### src/logic/socket_events_pkg.sv
// Package with register offsets, field positions and reset values for the socket event block.
package socket_events_pkg;
	localparam int unsigned addr_width = 8;
	localparam logic [7:0] change_events_offset = 8'h00;
	localparam logic [7:0] change_enables_offset = 8'h04;
	localparam logic [7:0] force_event_offset = 8'h0c;
	localparam int unsigned event_width = 4;
	localparam int unsigned card_status_bit = 0;
	localparam int unsigned detect_one_bit = 1;
	localparam int unsigned detect_two_bit = 2;
	localparam int unsigned power_cycle_bit = 3;
	localparam logic [3:0] events_reset = 4'h0;
	localparam logic [3:0] enables_reset = 4'h0;
	localparam logic [1:0] detect_enable_on = 2'h3;
	localparam logic [31:0] read_zero = 32'h0000_0000;

	typedef enum logic [1:0] {
		sig_edge = 2'b01,
		sig_level = 2'b10
	} signal_mode_t;
endpackage

### src/logic/socket_event_if.sv
// Interface carrying detected socket changes from the edge detector to the event latch.
interface socket_event_if;
	logic [3:0] change;

	modport source (output change);
	modport sink (input change);
endinterface

### src/logic/socket_change_detect.sv
// Synchronises the socket status inputs and reports changes of the four event inputs as one-cycle pulses; for a CardBus card only card status rises.
module socket_change_detect
	import socket_events_pkg::*;
(
	// Clock and reset
	input wire logic mclk,
	input wire logic srst,
	// Socket status, asynchronous to mclk
	input wire logic power_cycle_state,
	input wire logic detect_one_pin,
	input wire logic detect_two_pin,
	input wire logic card_status_change_pin,
	input wire logic cardbus_card,
	// Detected changes
	socket_event_if.source ev
);
	logic [3:0] raw;
	logic [3:0] sync1_reg;
	logic [3:0] sync2_reg;
	logic [3:0] last_reg;
	logic [3:0] toggled;
	logic cb_sync1_reg;
	logic cb_sync2_reg;
	logic cst_rise;

	assign raw = {power_cycle_state, detect_two_pin, detect_one_pin, card_status_change_pin};

	always_ff @(posedge mclk) begin
		if (srst) begin
			sync1_reg <= events_reset;
			sync2_reg <= events_reset;
			last_reg <= events_reset;
			cb_sync1_reg <= 1'b0;
			cb_sync2_reg <= 1'b0;
		end else begin
			sync1_reg <= raw;
			sync2_reg <= sync1_reg;
			last_reg <= sync2_reg;
			cb_sync1_reg <= cardbus_card;
			cb_sync2_reg <= cb_sync1_reg;
		end
	end

	// Only that a level moved is reported, never its new value.
	assign toggled = sync2_reg ^ last_reg;
	assign cst_rise = sync2_reg[card_status_bit] & ~last_reg[card_status_bit];
	// Last-state register resets to zero, so a pin still active after reset
	// shows as a fresh change and sets its event again.
	assign ev.change = {toggled[power_cycle_bit], toggled[detect_two_bit],
		toggled[detect_one_bit],
		cb_sync2_reg ? cst_rise : toggled[card_status_bit]};
endmodule // socket_change_detect

### src/logic/socket_change_events.sv
// Socket status-change event and enable registers with the status-change interrupt.
module socket_change_events
	import socket_events_pkg::*;
(
	// Clock and reset
	input wire logic mclk,
	input wire logic srst,
	// Register access
	input wire logic [addr_width-1:0] reg_addr,
	input wire logic reg_write,
	input wire logic reg_read,
	input wire logic [31:0] reg_wdata,
	output logic [31:0] reg_rdata,
	// Socket status
	input wire logic power_cycle_state,
	input wire logic detect_one_pin,
	input wire logic detect_two_pin,
	input wire logic card_status_change_pin,
	input wire logic cardbus_card,
	// Interrupt signalling
	input wire logic status_change_signal_select,
	output logic status_change_interrupt
);
	socket_event_if ev ();

	logic [3:0] events_reg;
	logic [3:0] events_next;
	logic [3:0] enables_reg;
	logic [31:0] rdata_reg;
	logic [31:0] rdata_next;
	logic irq_reg;
	logic irq_next;
	logic req_prev_reg;
	logic level_sel_reg;
	signal_mode_t mode;
	logic [3:0] clear_bits;
	logic [3:0] force_bits;
	logic [3:0] gated;
	logic request;
	logic wr_events;
	logic wr_enables;
	logic wr_force;

	function automatic logic hit(input logic [addr_width-1:0] a, input logic [7:0] off);
		hit = (a == off);
	endfunction

	socket_change_detect detect (
		.mclk(mclk),
		.srst(srst),
		.power_cycle_state(power_cycle_state),
		.detect_one_pin(detect_one_pin),
		.detect_two_pin(detect_two_pin),
		.card_status_change_pin(card_status_change_pin),
		.cardbus_card(cardbus_card),
		.ev(ev)
	);

	assign wr_events = reg_write & hit(reg_addr, change_events_offset);
	assign wr_enables = reg_write & hit(reg_addr, change_enables_offset);
	assign wr_force = reg_write & hit(reg_addr, force_event_offset);
	assign clear_bits = wr_events ? reg_wdata[event_width-1:0] : 4'h0;
	assign force_bits = wr_force ? reg_wdata[event_width-1:0] : 4'h0;

	// A change in the same cycle as its clear wins, so no event is lost.
	assign events_next = (events_reg & ~clear_bits) | ev.change | force_bits;

	// The two detect enable bits must both be set; 01 and 10 act as off.
	assign gated[power_cycle_bit] = events_reg[power_cycle_bit]
		& enables_reg[power_cycle_bit];
	assign gated[detect_two_bit] = events_reg[detect_two_bit]
		& (enables_reg[detect_two_bit:detect_one_bit] == detect_enable_on);
	assign gated[detect_one_bit] = events_reg[detect_one_bit]
		& (enables_reg[detect_two_bit:detect_one_bit] == detect_enable_on);
	assign gated[card_status_bit] = events_reg[card_status_bit]
		& enables_reg[card_status_bit];
	// Request follows enables, so a stale event fires once unmasked.
	assign request = |gated;

	assign mode = level_sel_reg ? sig_level : sig_edge;

	always_comb begin
		case (mode)
			sig_level: irq_next = request;
			sig_edge: irq_next = request & ~req_prev_reg;
			default: irq_next = 1'b0;
		endcase
	end

	assign rdata_next = !reg_read ? rdata_reg
		: hit(reg_addr, change_events_offset) ? {28'h0, events_reg}
		: hit(reg_addr, change_enables_offset) ? {28'h0, enables_reg}
		: read_zero;

	always_ff @(posedge mclk) begin
		if (srst) begin
			events_reg <= events_reset;
			enables_reg <= enables_reset;
			rdata_reg <= read_zero;
			irq_reg <= 1'b0;
			req_prev_reg <= 1'b0;
			level_sel_reg <= 1'b0;
		end else begin
			events_reg <= events_next;
			if (wr_enables) begin
				enables_reg <= reg_wdata[event_width-1:0];
			end
			rdata_reg <= rdata_next;
			irq_reg <= irq_next;
			req_prev_reg <= request;
			level_sel_reg <= status_change_signal_select;
		end
	end

	assign reg_rdata = rdata_reg;
	assign status_change_interrupt = irq_reg;
endmodule // socket_change_events

### config.mk
export PLATFORM = sky130hd
export DESIGN_NAME = socket_change_events
export DESIGN_NICKNAME = d
export VERILOG_FILES = /design/src/logic/socket_events_pkg.sv /design/src/logic/socket_event_if.sv /design/src/logic/socket_change_detect.sv /design/src/logic/socket_change_events.sv
export SDC_FILE = /design/constraint.sdc
export NUM_CORES = 1
export LEC_CHECK = 0
export BUFFER_PORTS_ARGS = -buffer_cell sky130_fd_sc_hd__buf_2
export CAP_MARGIN = 20
export CORE_MARGIN = 3
export CORE_UTILIZATION = 42
export DETAILED_ROUTE_END_ITERATION = 8
export PLACE_DENSITY = 0.79
export SLEW_MARGIN = 5
export SYNTH_ARGS = -nofsm -noshare
export SYNTH_HDL_FRONTEND = slang
export SYNTH_SLANG_ARGS = --single-unit
### constraint.sdc
create_clock -name mclk -period 1.9 [get_ports mclk]
set_clock_uncertainty 0.2 [all_clocks]
set_input_delay 0.095 -clock mclk [delete_from_list [all_inputs] [get_ports mclk]]
set_output_delay 0.095 -clock mclk [all_outputs]
set_load 0.03 [all_outputs]
### Word-level counts from Yosys, hierarchy flattened

Index checks and enable logic that the tools add are counted.

* eq/ne operators: 5
* reductions and logical operators: 2
* bitwise gates (word level): 16
* mux-type cells: 7

Operators with widths (count)
* 4-bit 2-to-1 mux: 4
* 1-bit AND: 9
* 8-bit by 3-bit equality test with 1-bit output (second input constant): 1
* 8-bit by 4-bit equality test with 1-bit output (second input constant): 1
* 8-bit zero test: 1
* 4-bit OR: 2
* 4-bit AND: 1
* 2-bit equality test (second input constant): 2
* 4-bit inverter: 1
* 4-bit OR reduction: 1
* 4-bit bitwise XOR: 1
* 2-bit by 1-bit equality test with 1-bit output (second input constant): 1
* 2-bit 2-to-1 mux: 1
* 1-bit inverter: 2
* 1-bit one-hot mux with 2 select lines: 1
* 1-bit 2-to-1 mux: 1

* logic and storage cells: 41
* output and inout port bits: 33
* input port bits: 50
* register bits after elaboration: 57

### Longest topological paths before layout

* word-level depth: 7
* mapped depth: 5
* mapped depth without buffers: 5

### Cells and area by module

Synthesis repeated with hierarchy kept, for this count alone.

* cell total of the unflattened synthesis: 143
* area, all modules: 1393.8 µm²

By module, submodules not included
* socket_change_events: area an instance 934.6 µm², cells an instance 107, sequential area each 300.3 µm², instances 1
* socket_change_detect: area an instance 459.2 µm², cells an instance 36, sequential area each 280.3 µm², instances 1

### Least setup slack after synthesis

No wires, ideal clock.

* path kind: input -> register
* start point: input reg_addr[1]
* end point: register events_reg[2]
* arrival: 1.176 ns
* buffers on the path: 1
* path slack: 0.391 ns
* cell stages on the path: 4
* path through: or4_1 > buf_2 > o41ai_1 > a31oi_1

* word-level cells in the longest chain between the ends: 7
* elaborated cells on any way between the ends: 10
* classes of those cells: eq/ne (1); mux (2); bitwise (6); reduce/logical (1)

Ends and longest elaborated chain
* from (decl): RTL line socket_change_events.sv:9 `input wire logic [addr_width-1:0] reg_addr,`
* 8-bit zero test: RTL line socket_change_events.sv:45 `hit = (a == off);`
* 1-bit AND: RTL line socket_change_events.sv:59 `assign wr_events = reg_write & hit(reg_addr, change_events_offset);`
* 4-bit 2-to-1 mux: RTL line socket_change_events.sv:62 `assign clear_bits = wr_events ? reg_wdata[event_width-1:0] : 4'h0;`
* 4-bit inverter: RTL line socket_change_events.sv:66 `assign events_next = (events_reg & ~clear_bits) | ev.change | force_bits;`
* 4-bit AND: RTL line socket_change_events.sv:66
* 4-bit OR: RTL line socket_change_events.sv:66
* 4-bit OR *: RTL line socket_change_events.sv:66
* to (signal assigned): RTL line socket_change_events.sv:97 `events_reg <= events_reset;`
* to (signal assigned): RTL line socket_change_events.sv:104 `events_reg <= events_next;`
* to (decl): RTL line socket_change_events.sv:26 `logic [3:0] events_reg;`

Mark *: on every way between the ends. The rest lies on a longest branch, timed or not.
A chain may end at the register's enable or synchronous reset.

### Worst setup path in the final report

* start point: input reg_addr[6]
* end point: register events_reg[1]

The elaborated chain is that of the path after synthesis.

==> impl_metrics.json <==
{
  "post_cts_buffers": 0,
  "fmax_mhz": 582,
  "holdBufCountCts": 14,
  "rows": 19,
  "dp_slack_ps": 148,
  "fin_ws_ps": 181,
  "fill_cells": 278,
  "die_h_um": 62.5,
  "crit_chain": "dlygate4sd3_1 > buf_2 > or3_1 > o41ai_1 > a31oi_1",
  "wirelength_um": 2440,
  "core_area_um2": 2900,
  "critPathLaunchType": "input port",
  "post_drt_via_cell_ratio": 4.62,
  "overflow": 0,
  "die-width_um": 62.5,
  "clkTransAtPathRegs_ps": 90,
  "vias": 1058,
  "post_drt_wl_per_cell_um": 10.6,
  "end_kind": "flip-flop",
  "path_delay_family": "buffers and inverters",
  "cts_made_buffers": 5,
  "clk_latency_ps": 320,
  "ys.flop_type": "dfxtp_1",
  "power.leakage_nw": 0.691,
  "grt_pass1_wl_um": 4170,
  "ir_drop_mv": 0.566,
  "maxSlewViolCount": 0,
  "layout-drive-gt1-share_pct": 20.9,
  "grt_max_degree": 29,
  "final_antenna_net_count": 0,
  "required_ps": 1900,
  "power_mw": 1.34,
  "worstPathMaxFanout": 8,
  "cts.sinks": 29,
  "place.port_buffers": 26,
  "slowest_delay_ps": 530,
  "slowest_stage": "dlygate4sd3_1",
  "status": "finished clean",
  "period_needed_ps": 1720,
  "crit_buf_inv": 2,
  "ys_types": 28,
  "drv_cap": 0,
  "cts_resized": 0,
  "synth_area_um2": 1340,
  "die-area_um2": 3910,
  "crit_arrival_ps": 1720,
  "hold_violations": 0,
  "cts_max_level": 2,
  "area_growth_pct": 21.3,
  "route.detailed.drc": 0,
  "synth-warning-count": 0,
  "ios": 83,
  "antenna_found_initial": 0,
  "grtUsageTotal_pct": 13.6,
  "regArea_um2": 581,
  "critPathKind": "input port to flip-flop",
  "fin_setup_tns_ps": 0,
  "ys_seq_area_share_pct": 43.3,
  "hold_class": "input port to flip-flop",
  "drt-initial-drc-count": 13,
  "rsz0062_at_grt": "no",
  "grt_pass1_vias": 953,
  "initial_core_util_pct": 46.2,
  "diodes": 0,
  "dpl.hpwl_um": 1710,
  "postLayoutCoreUtil_pct": 56.1,
  "setup_viol": 0,
  "ys_ff_latch": 29,
  "first_pass_iters": 4,
  "cts_root_buf": "clkbuf_4",
  "synth-edff-count": 0,
  "synthArstFlopShare_pct": 0,
  "power.density_nw_per_um2": 822,
  "fin_nets": 237,
  "clk_path_buf_depth": 2,
  "hold-worst-slack_ps": 14.0,
  "tritoncts": "built",
  "synth_cells": 145,
  "multi_input_area_um2": 601,
  "period_share_pct": 90.5,
  "gp_congestion": 0.823,
  "syn_avg_cell_area_um2": 9.25
}
[synthesized netlist by cell type, drive strengths merged (2+ instances only)]
master | number | share of area (%)
buf | 31 | 17
a21oi | 10 | 3.7
o41ai | 4 | 2.6
clkbuf | 4 | 1.1
dfxtp | 29 | 43
a31oi | 4 | 1.9
nor2 | 2 | 0.56
mux2 | 4 | 3.4
inv | 6 | 1.7
nand4 | 12 | 5.6
nor2b | 15 | 7.0
xnor2 | 3 | 2.0
o31ai | 4 | 2.2
nand2b | 5 | 2.3
[power breakdown]
group          internal, mW  switching, mW  total [mW]
clock                 0.314          0.202       0.516
combinational        0.0600          0.123       0.183
sequential            0.627         0.0101       0.637
total                  1.00          0.335        1.34
[layout by cell type (no fill, tap or decap), types with 5 or more instances in the layout]
cell / n
nand2b_1: 5
nand4_1: 12
a21oi_1: 10
nor2b_1: 15
dlygate4sd3_1: 14
buf_2: 26
inv_1: 6
dfxtp_1: 29
conb_1: 28
clkbuf_4: 5
[layer usage]
metal | up-vias | GRT usage (%) | part of all wire [%]
li1 | 529 | - | -
met1 | 467 | 15.5 | 44
met2 | 57 | 20.9 | 43
met3 | 5 | 6.29 | 11
met4 | 0 | 7.44 | 2.1
met5 | - | 0 | 0
[cell families (layout without fill, tap and decap cells)]
family,after synthesis,count (layout),synth area share (%)
simple gates,41,41,18.6
other cells,1,28,0.280
mux,4,4,3.36
buf+inv,41,56,19.5
flops,29,29,43.3
fa+ha+maj,1,1,0.933
xor+xnor,3,3,1.96
compound gates,25,25,12.1
[area by class of cell]
cell class	count	area share [%]
inverter	6	1.38
clock buffer	7	3.38
multi-input combinational	102	36.9
clock inverter	1	1.85
timing repair buffer	42	17.5
sequential	29	35.7
tap	42	3.23
[metrics by stage]
step	cells	instance area (um^2)
final	229	1630
after global routing	229	1630
after CTS	229	1630
after detailed placement	207	1400
after global placement	207	1400
after floorplan	172	1440
[final timing paths]
check,start,end,slack (ps),depth (start not counted)
setup / recovery,reg_addr[6],events_reg[1]$_SDFF_PP0_,180,5
hold reg to reg,req_prev_reg$_SDFF_PP0_,status_change_interrupt$_SDFF_PP0_,220,1
setup reg to reg,detect.last_reg[0]$_SDFF_PP0_,events_reg[0]$_SDFF_PP0_,720,5
hold / removal,srst,detect.last_reg[0]$_SDFF_PP0_,10,2
No activity file was read; power rests on OpenSTA's default activity.
